==> src/logic/pgb_consts.svh <==
// Register offsets, implemented-bit masks, reset values and timing for the gating bank
`ifndef PGB_CONSTS_SVH
`define PGB_CONSTS_SVH

`define PGB_NUM_REGS 8
`define PGB_ADDR_W 4
`define PGB_DATA_W 16

`define PGB_OFF_REG_1 4'h0
`define PGB_OFF_REG_2 4'h1
`define PGB_OFF_REG_3 4'h2
`define PGB_OFF_REG_4 4'h3
`define PGB_OFF_REG_5 4'h4
`define PGB_OFF_REG_6 4'h5
`define PGB_OFF_REG_7 4'h6
`define PGB_OFF_REG_8 4'h7
`define PGB_OFF_GATE_STAT 4'h8
`define PGB_OFF_VARIANT 4'h9

`define PGB_MASK_REG_1 16'hf8f9
`define PGB_MASK_REG_2 16'h3f3f
`define PGB_MASK_REG_3 16'h078e
`define PGB_MASK_REG_4 16'h002f
`define PGB_MASK_REG_5 16'h007f
`define PGB_MASK_REG_6 16'h0001
`define PGB_MASK_REG_7 16'h0030
`define PGB_MASK_REG_8 16'h00fc

`define PGB_RESET_VAL 16'h0000

`define PGB_BIT_TIMER1 11
`define PGB_BIT_SPI1 3
`define PGB_BIT_CONV 0
`define PGB_BIT_CAP1 8
`define PGB_BIT_CMP1 0
`define PGB_BIT_COMPARATOR 10
`define PGB_BIT_CHECKSUM 7
`define PGB_BIT_UART2ND_I2C 1
`define PGB_BIT_UART4 5
`define PGB_BIT_REFCLK 3
`define PGB_BIT_USB 0
`define PGB_BIT_CCP1 0
`define PGB_BIT_SPI3 0
`define PGB_BIT_DMA1ST 4
`define PGB_BIT_CELL1 2

// Gate settle time in ns before status reports it
`define PGB_SETTLE_NS 80
`define PGB_CLK_PERIOD_NS 40
`define PGB_SETTLE_CYC ((`PGB_SETTLE_NS + `PGB_CLK_PERIOD_NS - 1) / `PGB_CLK_PERIOD_NS)

`endif

==> src/logic/pgb_pkg.sv <==
// Types shared by the gating bank files
`default_nettype none

package pgb_pkg;

    typedef struct packed {
        logic [3:0] addr;
        logic [15:0] wdata;
        logic wr;
        logic rd;
    } pgb_bus_req_t;

    typedef struct packed {
        logic [4:0] timer_off;
        logic i2c_first_off;
        logic uart_second_off;
        logic uart_first_off;
        logic spi_second_off;
        logic spi_first_off;
        logic converter_off;
        logic [5:0] capture_in_off;
        logic [5:0] compare_out_off;
        logic comparator_off;
        logic calendar_clock_off;
        logic parallel_port_off;
        logic checksum_unit_off;
        logic uart_third_off;
        logic i2c_third_off;
        logic i2c_second_off;
        logic uart_fourth_off;
        logic ref_clock_out_off;
        logic charge_timer_off;
        logic voltage_detect_off;
        logic usb_controller_off;
        logic [6:0] ccp_unit_off;
        logic spi_third_off;
        logic dma_second_off;
        logic dma_first_off;
        logic uart_sixth_off;
        logic uart_fifth_off;
        logic [3:0] logic_cell_off;
    } pgb_gates_t;

    typedef enum logic [1:0] {
        PGB_IDLE,
        PGB_SETTLE
    } pgb_settle_t;

    typedef struct packed {
        logic [1:0] sync;
        logic gate_r;
    } pgb_cg_state_t;

endpackage

`default_nettype wire

==> src/logic/pgb_gate_bank.sv <==
// Peripheral gating register bank with per-module gate controls
`timescale 1ns/1ps
`default_nettype none
`include "pgb_consts.svh"

module pgb_gate_bank
#(
    parameter logic HAS_USB = 1'b1
)
(
    input wire logic clk,
    input wire logic sys_rst,
    input wire logic [3:0] reg_addr,
    input wire logic [15:0] reg_wdata,
    input wire logic reg_wr,
    input wire logic reg_rd,
    output logic [15:0] reg_rdata,
    output var pgb_pkg::pgb_gates_t gate_off,
    output var pgb_pkg::pgb_gates_t periph_access_block
);
    import pgb_pkg::*;

    ////////////////////////////////////////////////////////////////////////
    // State

    typedef struct packed {
        logic [`PGB_NUM_REGS-1:0][15:0] regs;
        logic [15:0] rdata;
        pgb_gates_t block;
        pgb_settle_t settle;
        logic [1:0] settle_cnt;
        logic busy;
    } pgb_state_t;

    pgb_state_t st_r;
    pgb_state_t st_nxt;
    pgb_bus_req_t req;
    pgb_gates_t req_gates;
    pgb_gates_t cg_out;

    assign req = '{addr: reg_addr, wdata: reg_wdata, wr: reg_wr, rd: reg_rd};

    ////////////////////////////////////////////////////////////////////////
    // Helpers

    function automatic logic [15:0] impl_mask(input logic [2:0] idx);
        logic [15:0] m;
        m = 16'h0000;
        unique case (idx)
            3'h0: m = `PGB_MASK_REG_1;
            3'h1: m = `PGB_MASK_REG_2;
            3'h2: m = `PGB_MASK_REG_3;
            3'h3: m = HAS_USB ? `PGB_MASK_REG_4 : (`PGB_MASK_REG_4 & 16'hfffe);
            3'h4: m = `PGB_MASK_REG_5;
            3'h5: m = `PGB_MASK_REG_6;
            3'h6: m = `PGB_MASK_REG_7;
            3'h7: m = `PGB_MASK_REG_8;
        endcase
        return m;
    endfunction

    function automatic logic is_bank(input logic [3:0] a);
        return a <= `PGB_OFF_REG_8;
    endfunction

    ////////////////////////////////////////////////////////////////////////
    // Field map from registers to per-module requests

    always_comb begin
        req_gates.timer_off = st_r.regs[0][15:`PGB_BIT_TIMER1];
        req_gates.i2c_first_off = st_r.regs[0][7];
        req_gates.uart_second_off = st_r.regs[0][6];
        req_gates.uart_first_off = st_r.regs[0][5];
        req_gates.spi_second_off = st_r.regs[0][4];
        req_gates.spi_first_off = st_r.regs[0][`PGB_BIT_SPI1];
        req_gates.converter_off = st_r.regs[0][`PGB_BIT_CONV];
        req_gates.capture_in_off = st_r.regs[1][13:`PGB_BIT_CAP1];
        req_gates.compare_out_off = st_r.regs[1][5:`PGB_BIT_CMP1];
        req_gates.comparator_off = st_r.regs[2][`PGB_BIT_COMPARATOR];
        req_gates.calendar_clock_off = st_r.regs[2][9];
        req_gates.parallel_port_off = st_r.regs[2][8];
        req_gates.checksum_unit_off = st_r.regs[2][`PGB_BIT_CHECKSUM];
        req_gates.uart_third_off = st_r.regs[2][3];
        req_gates.i2c_third_off = st_r.regs[2][2];
        req_gates.i2c_second_off = st_r.regs[2][`PGB_BIT_UART2ND_I2C];
        req_gates.uart_fourth_off = st_r.regs[3][`PGB_BIT_UART4];
        req_gates.ref_clock_out_off = st_r.regs[3][`PGB_BIT_REFCLK];
        req_gates.charge_timer_off = st_r.regs[3][2];
        req_gates.voltage_detect_off = st_r.regs[3][1];
        req_gates.usb_controller_off = HAS_USB & st_r.regs[3][`PGB_BIT_USB];
        req_gates.ccp_unit_off = st_r.regs[4][6:`PGB_BIT_CCP1];
        req_gates.spi_third_off = st_r.regs[5][`PGB_BIT_SPI3];
        req_gates.dma_second_off = st_r.regs[6][5];
        req_gates.dma_first_off = st_r.regs[6][`PGB_BIT_DMA1ST];
        req_gates.uart_sixth_off = st_r.regs[7][7];
        req_gates.uart_fifth_off = st_r.regs[7][6];
        req_gates.logic_cell_off = st_r.regs[7][5:`PGB_BIT_CELL1];
    end

    ////////////////////////////////////////////////////////////////////////
    // Gate controls

    for (genvar g = 0; g < $bits(pgb_gates_t); g++) begin : g_cg
        pgb_clk_gate u_cg (
            .clk(clk),
            .sys_rst(sys_rst),
            .disable_req(req_gates[g]),
            .gate_off(cg_out[g])
        );
    end

    ////////////////////////////////////////////////////////////////////////
    // Next state

    always_comb begin
        logic [2:0] idx;
        logic [15:0] rd_val;
        idx = req.addr[2:0];
        rd_val = 16'h0000;
        st_nxt = st_r;

        if (req.wr && is_bank(req.addr)) begin
            st_nxt.regs[idx] = req.wdata & impl_mask(idx);
        end

        // block peripheral access
        // Block follows the gate output, so access stops only once the clock is really off
        st_nxt.block = cg_out;

        // Settle tracker shows when gates differ from written value
        unique case (st_r.settle)
            PGB_IDLE: begin
                if (req.wr && is_bank(req.addr)) begin
                    st_nxt.settle = PGB_SETTLE;
                    st_nxt.settle_cnt = 2'(`PGB_SETTLE_CYC);
                    st_nxt.busy = 1'b1;
                end
            end
            PGB_SETTLE: begin
                if (req.wr && is_bank(req.addr)) begin
                    st_nxt.settle_cnt = 2'(`PGB_SETTLE_CYC);
                end else if (st_r.settle_cnt == 2'h0) begin
                    st_nxt.settle = PGB_IDLE;
                    st_nxt.busy = 1'b0;
                end else begin
                    st_nxt.settle_cnt = st_r.settle_cnt - 2'h1;
                end
            end
            default: begin
                st_nxt.settle = PGB_IDLE;
                st_nxt.busy = 1'b0;
            end
        endcase

        if (req.rd) begin
            if (is_bank(req.addr)) begin
                rd_val = st_r.regs[idx] & impl_mask(idx);
            end else if (req.addr == `PGB_OFF_GATE_STAT) begin
                rd_val = {15'h0000, st_r.busy};
            end else if (req.addr == `PGB_OFF_VARIANT) begin
                rd_val = {15'h0000, HAS_USB};
            end
        end
        st_nxt.rdata = rd_val;
    end

    ////////////////////////////////////////////////////////////////////////
    // Registers

    always_ff @(posedge clk or posedge sys_rst) begin
        if (sys_rst) begin
            st_r <= '0;
        end else begin
            st_r <= st_nxt;
        end
    end

    assign reg_rdata = st_r.rdata;
    assign gate_off = cg_out;
    assign periph_access_block = st_r.block;
endmodule

`default_nettype wire

==> src/logic/pgb_clk_gate.sv <==
// One glitch-free gate control, retimed onto the system clock
`timescale 1ns/1ps
`default_nettype none

module pgb_clk_gate
(
    input wire logic clk,
    input wire logic sys_rst,
    input wire logic disable_req,
    output logic gate_off
);
    import pgb_pkg::*;

    pgb_cg_state_t st_r;
    pgb_cg_state_t st_nxt;

    // Request comes from a register already on clk; three stages keep the gate
    // change on a clean edge and match a later async variant
    always_comb begin
        st_nxt = st_r;
        st_nxt.sync = {st_r.sync[0], disable_req};
        st_nxt.gate_r = st_r.sync[1];
    end

    always_ff @(posedge clk or posedge sys_rst) begin
        if (sys_rst) begin
            st_r <= '0;
        end else begin
            st_r <= st_nxt;
        end
    end

    assign gate_off = st_r.gate_r;
endmodule

`default_nettype wire

==> config.mk <==
export PLATFORM = sky130hd
export DESIGN_NAME = pgb_gate_bank
export DESIGN_NICKNAME = d
export VERILOG_FILES = /design/src/logic/pgb_pkg.sv /design/src/logic/pgb_gate_bank.sv /design/src/logic/pgb_clk_gate.sv
export VERILOG_INCLUDE_DIRS = /design/src /design/src/logic
export SDC_FILE = /design/constraint.sdc
export NUM_CORES = 1
export LEC_CHECK = 0
export BUFFER_PORTS_ARGS = -buffer_cell sky130_fd_sc_hd__buf_2
export CAP_MARGIN = 20
export CORE_ASPECT_RATIO = 0.75
export CORE_MARGIN = 4
export CORE_UTILIZATION = 42
export DETAILED_ROUTE_END_ITERATION = 7
export PLACE_DENSITY = 0.67
export SLEW_MARGIN = 5
export SYNTH_ARGS = -nofsm -noshare
export SYNTH_HDL_FRONTEND = slang
export SYNTH_SLANG_ARGS = --single-unit
==> constraint.sdc <==
create_clock -name clk -period 8.9 [get_ports clk]
set_input_delay 0.445 -clock clk [delete_from_list [all_inputs] [get_ports clk]]
set_output_delay 0.445 -clock clk [all_outputs]
set_load 0.01 [all_outputs]
# After elaboration in Yosys (flattened, before gate mapping)
# Memories as Yosys holds them, arrays and structs flattened.
# Cells that the tools add are included.
# totals
ff_bits,353
rom_bits,256
input_bits,24
memories,2
# classes
addsub,1
magnitude_cmp,3
n_eq_ne,7
n_mux,22
bitwise_logic,2
n_reduce_logical,7
# memory_table
name,words,word_bits,rd,rd_clocked_by_memory_dff,write_ports,line,source
(no name shown),8,16,1,0,0,pgb_gate_bank.sv:49,unique case (idx)
(no name shown),8,16,1,0,0,pgb_gate_bank.sv:49,
# op_table
cell,count
128-bit bitwise mux,1
16-bit two-way mux,7
16-bit binary-select mux with 3-bit select,1
16-bit demux with 3-bit select,1
16-bit bitwise AND,2
"4-bit == test, second input constant",2
2-bit two-way mux,4
2-bit one-hot mux with 2 select lines,2
"2-bit != test, second input constant",3
3-bit AND reduction,2
5-bit two-way mux,1
"4-bit by 3-bit less-or-equal comparator with 1-bit output, second input constant",1
2-bit zero test,2
"3-bit by 4-bit < comparator with 1-bit output, second input constant",1
1-bit two-way mux,4
"3-bit by 1-bit greater-or-equal comparator with 1-bit output, second input constant",1
"3-bit != test, second input constant",1
"2-bit by 1-bit == test with 1-bit output, second input constant",1
1-bit logical AND,2
1-bit one-hot mux with 2 select lines,1
2-bit nonzero test,1
"2-bit by 1-bit subtractor with 2-bit output, second input constant",1

# Longest topological paths before layout
# Gate-level depths: netlist of run 1.
# logic_depth
depth_word,6
mapped_depth,7

# By module
# From an unflattened synthesis of run 1, not the netlist that was laid out.
# unflattened
hier_cells,801
area_unflattened_um2,11941.5
# modules_own_cells
module,n_inst,cells_per_inst,area_each_um2,seq_area_each_um2
pgb_gate_bank,1,597,7921.3,4479.3
pgb_clk_gate,51,4,78.8,75.1

# Worst setup path before layout of run 1
# Ideal clock, no wire load.
# synth_path
kind,input -> register
from,input port reg_addr[0]
to,"register st_r, in the netlist req_gates[17]"
arrival_ns,1.664
required_time_ns,8.775
setup_slack_ns,7.111
cell_stages,7
path_cell_list,buf_2 > inv_1 > ha_1 > nand2b_1 > and3_1 > clkbuf_1 > mux2_2
# synth_between
elab_chain_cells,5
elab_cells_between_ends,11
cone_classes,order compare: 3; mux: 4; bitwise: 1; reduce/logical: 2; memory: 1
# synth_lines
item,line,source
from (decl),pgb_gate_bank.sv:13,"input wire logic [3:0] reg_addr,"
3-bit by 4-bit < comparator with 1-bit output (not written as such) / 3-bit by 1-bit greater-or-equal comparator with 1-bit output (equally long branches),pgb_gate_bank.sv:123,st_nxt.regs[idx] = req.wdata & impl_mask(idx);
1-bit logical AND (not written as such),pgb_gate_bank.sv:123,
16-bit two-way mux (not written as such),pgb_gate_bank.sv:123,
16-bit demux with 3-bit select,pgb_gate_bank.sv:123,
128-bit bitwise mux,pgb_gate_bank.sv:123,
to (signal assigned),pgb_gate_bank.sv:174,st_r <= st_nxt;
to (decl),pgb_gate_bank.sv:35,pgb_state_t st_r;
# Several ways; a longest one is shown, not always the timed one. The select of a mux whose other input is x is not followed.
# A chain may end at the register's enable or synchronous reset.

# Worst setup path after layout of run 1
# layout_path
from,input port reg_addr[0]
to,register st_r[74] in the netlist's numbering
# Same word-level chain as after synthesis.

==> results_dict.tcl, run 1 <==
set metrics [dict create \
    run_status "finished, violations left" \
    violations "hold timing" \
    yosysUniqueCellTypes 37 \
    synth_area_um2 11790 \
    placed_area_um2 11940 \
    synth_warnings 0 \
    period_share_pct 26.79 \
    track_usage_pct 14.10 \
    layout_common_cells "332 x dfrtp_1, 140 x buf_2, 84 x mux2_2" \
    ir_drop_uv 111.9 \
    clockRootBuffer "clkbuf_16" \
    path_class "input pin to register" \
    cts_resized 0 \
    grt_pass1_wl_um 34560 \
    antenna_found_initial 2 \
    finalNetCount 820 \
    dr.first_iter.drc_count 382 \
    ioPinCount 142 \
    fp.dieW_um 201.5 \
    grt_overflow 0 \
    finalClockSkew_ns 0.01238 \
    relSlewSlack_pct 29.56 \
    start_kind "input pin" \
    die_h_um 153.1 \
    drv_slew 0 \
    whs_ns -0.001702 \
    hp-class "input pin to async pin" \
    drt-pass1-iter-count 4 \
    fin_setup_tns_ns 0 \
    ant_nets 0 \
    final_common_cell "dfrtp_1" \
    grt_pass1_vias 5898 \
    crit_arrival_ns 2.76 \
    coreArea_um2 27330 \
    total_power_mw 3.683 \
    start_util_pct 43.14 \
    synthToLayoutAreaGrowth_pct 11.45 \
    hold_violations 10 \
    syn_nets 785 \
    gp_congestion 0.7577 \
    dieArea_um2 30840 \
    cp_max_fo 64 \
    cts_made_buffers 34 \
    cts_tree "done" \
    yosysTopAreaCellShare_pct 70.47 \
    ys_seq_area_share_pct 70.47 \
    final_util_pct 48.08 \
    syn_area_per_cell_um2 15.64 \
    yosysTopAreaCell "dfrtp_1" \
    cp_cell_sequence "buf_4, inv_1, ha_1, nand2_1, and3_1, mux2_2" \
    cts.sinks 332 \
    fin_crit_ns 2.384 \
    rsz0062_at_grt "false" \
    vias 5471 \
    clk_pin_slew_ns 0.06 \
    wl_per_cell_um 18.13 \
    tightestPinTransition_ns 1.057 \
    critPathCaptureType "register" \
    power_density_nw_per_um2 280.3 \
    port_buffers 141 \
    clock_latency_ns 0.50 \
    cp_data_required_time_ns 9.28 \
    cellLeakagePower_nw 6.732 \
    yosys-top-cells-area "dfrtp_1 70%, mux2_2 8.0%, buf_4 8.0%" \
    fmax_mhz 419.4 \
    postCtsHoldBufs 0 \
    crit_path_max_incr_delay_ns 0.78 \
    hpwl_um 13100 \
    cts_buffer_depth 3 \
    cts_setup_buffers 0 \
    rows 52 \
    drive_gt1_share_pct 36.24 \
    crit_slowest_cell "buf_4" \
    drc 0 \
    vias_per_cell 4.688 \
    fin_area_um2 13140 \
    ys_seq_elements 332 \
    finalSetupViolations 0 \
    routed_wirelength_um 21160 \
    drv_cap 0 \
    synthCells 754 \
    htreeDepth 2 \
    grt_max_degree 164 \
]
## power by group
group / switching (mW) / internal [mW]
Clock: 0.562 / 0.891
Sequential: 0.112 / 1.77
Combinational: 0.189 / 0.163
## synth_stat cells (all sizes together)
cell / instances
mux2i: 52
nand2b: 11
a211oi: 3
nor3: 2
xnor2: 1
nand3: 1
mux2: 84
dfrtp: 332
o32ai: 1
o2111a: 4
nor2b: 23
nand3b: 1
o211a: 2
o22a: 6
inv: 5
nand2: 9
a21oi: 6
o22ai: 17
clkbuf: 6
o21ai: 1
nor2: 8
buf: 141
ha: 7
and2: 15
o21a: 5
nor3b: 2
o311a: 1
or2: 1
and3: 5
o211ai: 2
## metal layers
layer  up-vias  track usage (%)  routed length, um
li1       2496                -                  -
met5         -                0                 13
met4         2            3.774                348
met1      2808            20.10               9722
met3        34            3.897               1312
met2       131            21.62               9763
## logic make-up after synthesis
kind of cell / synth area share, %
AND/OR/NAND/NOR: 4.245
multiplexers: 12.44
buffers and inverters: 9.032
AO/OA/AOI/OAI: 2.993
flip-flops: 70.47
XOR/XNOR: 0.07431
adder cells (fa/ha/maj): 0.7429
## critical path, delay by kind of cell
| kind | cells | cell delay [ns] |
|---|---|---|
| buffers and inverters | 2 | 1.08 |
| and+or+nand+nor | 2 | 0.48 |
| adders and majority gates | 1 | 0.41 |
| muxes | 1 | 0.29 |
## final cells by class
cell class	instances	area [um2]
Tap cell	351	439.2
Antenna cell	2	5.005
Timing Repair Buffer	146	778.2
Sequential cell	332	8308
Clock inverter	15	192.7
Inverter	5	22.52
Multi-Input combinational cell	270	2416
Fill cell	2356	14190
Clock buffer	46	977.2
## path summary, 6_finish.rpt
kind,from,endpoint,slack [ns],cells after the start
max,reg_addr[0],st_r[74],6.52,6
min,sys_rst,reg_rdata[11],-0.002,2
max reg2reg,st_r[1],st_r[1],7.71,5
min reg2reg,g_cg[2].u_cg.st_nxt[0],g_cg[2].u_cg.gate_off,0.34,0
max in group asynchronous,sys_rst,periph_access_block[0],6.98,4
min in group clk,reg_wdata[12],req_gates[47],0.19,2
## flip-flops by register name, indices dropped and copies added, names as in the netlist
signal and cells:
g_cg.u_cg.st_nxt 102, st_r 61, g_cg.u_cg.gate_off 51, periph_access_block 51, req_gates 51, reg_rdata 16
## metrics by stage
step / worst slack (ns) / hold slack, ns / std cells
2_1_floorplan: 4.020 / 0.3312 / 754
6_report: 6.516 / -0.001702 / 1167
3_3_place_gp: 6.109 / 0.3326 / 1103
4_1_cts: 6.522 / 0.005180 / 1164
5_1_grt: 6.433 / 0.03181 / 1166
3_5_place_dp: 6.000 / 0.3347 / 1103
Power figures use the tool's default switching activity.
==> run 2: changes to the inputs <==
--- a/config.mk
+++ b/config.mk
@@ -12,7 +12,7 @@
 export CORE_MARGIN = 4
 export CORE_UTILIZATION = 42
 export DETAILED_ROUTE_END_ITERATION = 7
-export PLACE_DENSITY = 0.67
+export PLACE_DENSITY = 0.65
 export SLEW_MARGIN = 5
 export SYNTH_ARGS = -nofsm -noshare
 export SYNTH_HDL_FRONTEND = slang
==> constraint.sdc (replaced) <==
create_clock -name clk -period 2.3 [get_ports clk]
set_input_delay 0.115 -clock clk [delete_from_list [all_inputs] [get_ports clk]]
set_output_delay 0.115 -clock clk [all_outputs]
set_load 0.01 [all_outputs]
==> results_dict.tcl, run 2 (synthesis results as in run 1) <==
set metrics [dict create \
    grt_util_met2_pct 22.02 \
    grt_pass1_vias 6114 \
    vias 5600 \
    tightestPinTransition_ns 0.7518 \
    total_power_mw 14.45 \
    nFillCells 2315 \
    fmax_mhz 611.9 \
    rrSetupSlack_ns 1.11 \
    grt_pass1_wl_um 35720 \
    power.net_switching_mw 3.421 \
    rows 52 \
    finalClockSkew_ns 0.01093 \
    r2r-start "st_r[1]" \
    rsz0062_at_grt "false" \
    dr.first_iter.drc_count 238 \
    synthToLayoutAreaGrowth_pct 13.57 \
    drt-pass1-iter-count 4 \
    cts_tree "done" \
    grt_overflow 0 \
    dieArea_um2 30840 \
    ir_drop_uv 490.6 \
    fin_setup_tns_ns 0 \
    place_worst_setup_slack_ns 0.5518 \
    gp_congestion 0.7718 \
    hp-class "input pin to register" \
    multi_input_area_um2 2416 \
    layout_common_cells "332 x dfrtp_1, 140 x buf_2, 84 x mux2_2" \
    pwr-share-clk_pct 40.1 \
    relSlewSlack_pct 49.88 \
    fp.dieW_um 201.5 \
    min_from "reg_wr" \
    drv_cap 0 \
    placed_area_um2 12130 \
    start_kind "input pin" \
    finalNetCount 844 \
    crit_start "reg_addr[3]" \
    cp_cell_sequence "dlygate4sd3_1, buf_2, nor3b_2, nand3_2, mux2_2" \
    cts_made_buffers 34 \
    cp_max_fo 13 \
    hold_path_depth 3 \
    run_status "completed" \
    power_frac_seq_pct 50.3 \
    fin_area_um2 13390 \
    hpwl_um 14120 \
    top_usage_layer "met2" \
    ant_nets 0 \
    start_util_pct 43.14 \
    htreeDepth 2 \
    clockRootBuffer "clkbuf_16" \
    period_share_pct 71.06 \
    worstRegToRegCells 5 \
    cts_resized 0 \
    largest_register_ffs 102 \
    routed_wirelength_um 21890 \
    critPathCaptureType "register" \
    power.internal_mw 11.03 \
    antenna_found_initial 2 \
    swShare_pct 23.67 \
    cp.depth 5 \
    finalSetupViolations 0 \
    hold_violations 0 \
    clk_pin_slew_ns 0.06 \
    coreArea_um2 27330 \
    min_to "st_r[0]" \
    grt_max_degree 104 \
    vias_per_cell 4.706 \
    track_usage_pct 14.53 \
    cts.sinks 332 \
    final-seq-area_um2 8308 \
    cts_buffer_depth 3 \
    drive_gt1_share_pct 37.71 \
    die_h_um 153.1 \
    drc 0 \
    cellLeakagePower_nw 6.864 \
    power_frac_comb_pct 9.6 \
    wl_per_cell_um 18.39 \
    crit_path_max_incr_delay_ns 0.55 \
    port_buffers 141 \
    cp_data_required_time_ns 2.68 \
    final_common_cell "dfrtp_1" \
    r2r_end "st_r[1]" \
    grt_use_met1_pct 21.27 \
    crit_slowest_cell "dlygate4sd3_1" \
    path_class "input pin to register" \
    path_buf_inv 2 \
    clock_latency_ns 0.50 \
    crit_family "simple AND/OR/NAND/NOR gates" \
    fin_ws_ns 0.6657 \
    crit_arrival_ns 2.01 \
    power_density_nw_per_um2 1079 \
    ioPinCount 142 \
    gr-usage-met3_pct 3.453 \
    fin_crit_ns 1.634 \
    drv_slew 0 \
]
## run 2: changes by cell type in the layout (fill, tap and decap cells not counted)
cell | previous run | this run
buf_4 | 4 | 19
bufinv_16 | 4 | 6
clkinv_2 | 6 | 8
clkinvlp_4 | 2 | 4
dlygate4sd3_1 | 0 | 6
clkbuf_8 | 6 | 2
clkbuf_1 | 5 | 2
buf_12 | 1 | 5
diode_2 | 2 | 1
clkinv_4 | 2 | 3
buf_16 | 1 | 0
## run 2: worst register-to-register path, cell delays in order (launching register included)
cell	delay, ns
dfrtp_1	0.36
inv_1	0.05
ha_1	0.18
nand2b_1	0.20
xnor2_1	0.14
and2_1	0.15
## run 2: metal layers
metal | up-vias | part of all wire [%]
met2 | 132 | 46
met5 | - | 0.059
li1 | 2539 | -
met4 | 2 | 2.1
met1 | 2889 | 47
met3 | 38 | 5.1
## run 2: per-stage QoR
step	hold slack, ns	utilization (%)	cells
5_1_grt	0.04893	49.00	1190
2_1_floorplan	0.2654	-	754
4_1_cts	0.002029	48.99	1189
3_5_place_dp	0.1850	44.39	1122
3_3_place_gp	0.1771	44.39	1122
6_report	0.01138	49.00	1190
## run 2: final cells by class
| cell class | count | share of cell area [%] |
|---|---|---|
| clock buffer | 39 | 6.803 |
| multi-input combinational | 270 | 18.05 |
| tap | 351 | 3.280 |
| clock inverter | 22 | 2.140 |
| inverter | 5 | 0.1682 |
| sequential | 332 | 62.05 |
| timing repair buffer | 170 | 7.495 |
| antenna | 1 | 0.01869 |
## run 2: how the worst max path moves through the flow
stage                     slack [ns]               endpoint
after floorplan                -2.25  g_cg[0].u_cg.gate_off
after global placement          0.58           reg_rdata[0]
after detailed placement        0.55           reg_rdata[0]
after CTS                       0.68              st_r[171]
after global routing            0.62          req_gates[10]
final                           0.67          req_gates[10]
## run 2: power groups by stage
stage	sequential (mW)	clock, mW	combinational, mW
2_1_floorplan	7.24	0	1.34
3_3_place_gp	7.36	0	1.39
3_5_place_dp	7.38	0	1.41
4_1_cts	7.29	5.96	1.42
5_1_grt	7.40	6.23	1.53
6_report	7.27	5.79	1.39
## run 2: repair_timing
| item | CTS | global route |
|---|---|---|
| buffers inserted | 0 | 0 |
| endpoints found under the hold margin | 25 | 0 |
| hold buffers | 6 | 0 |
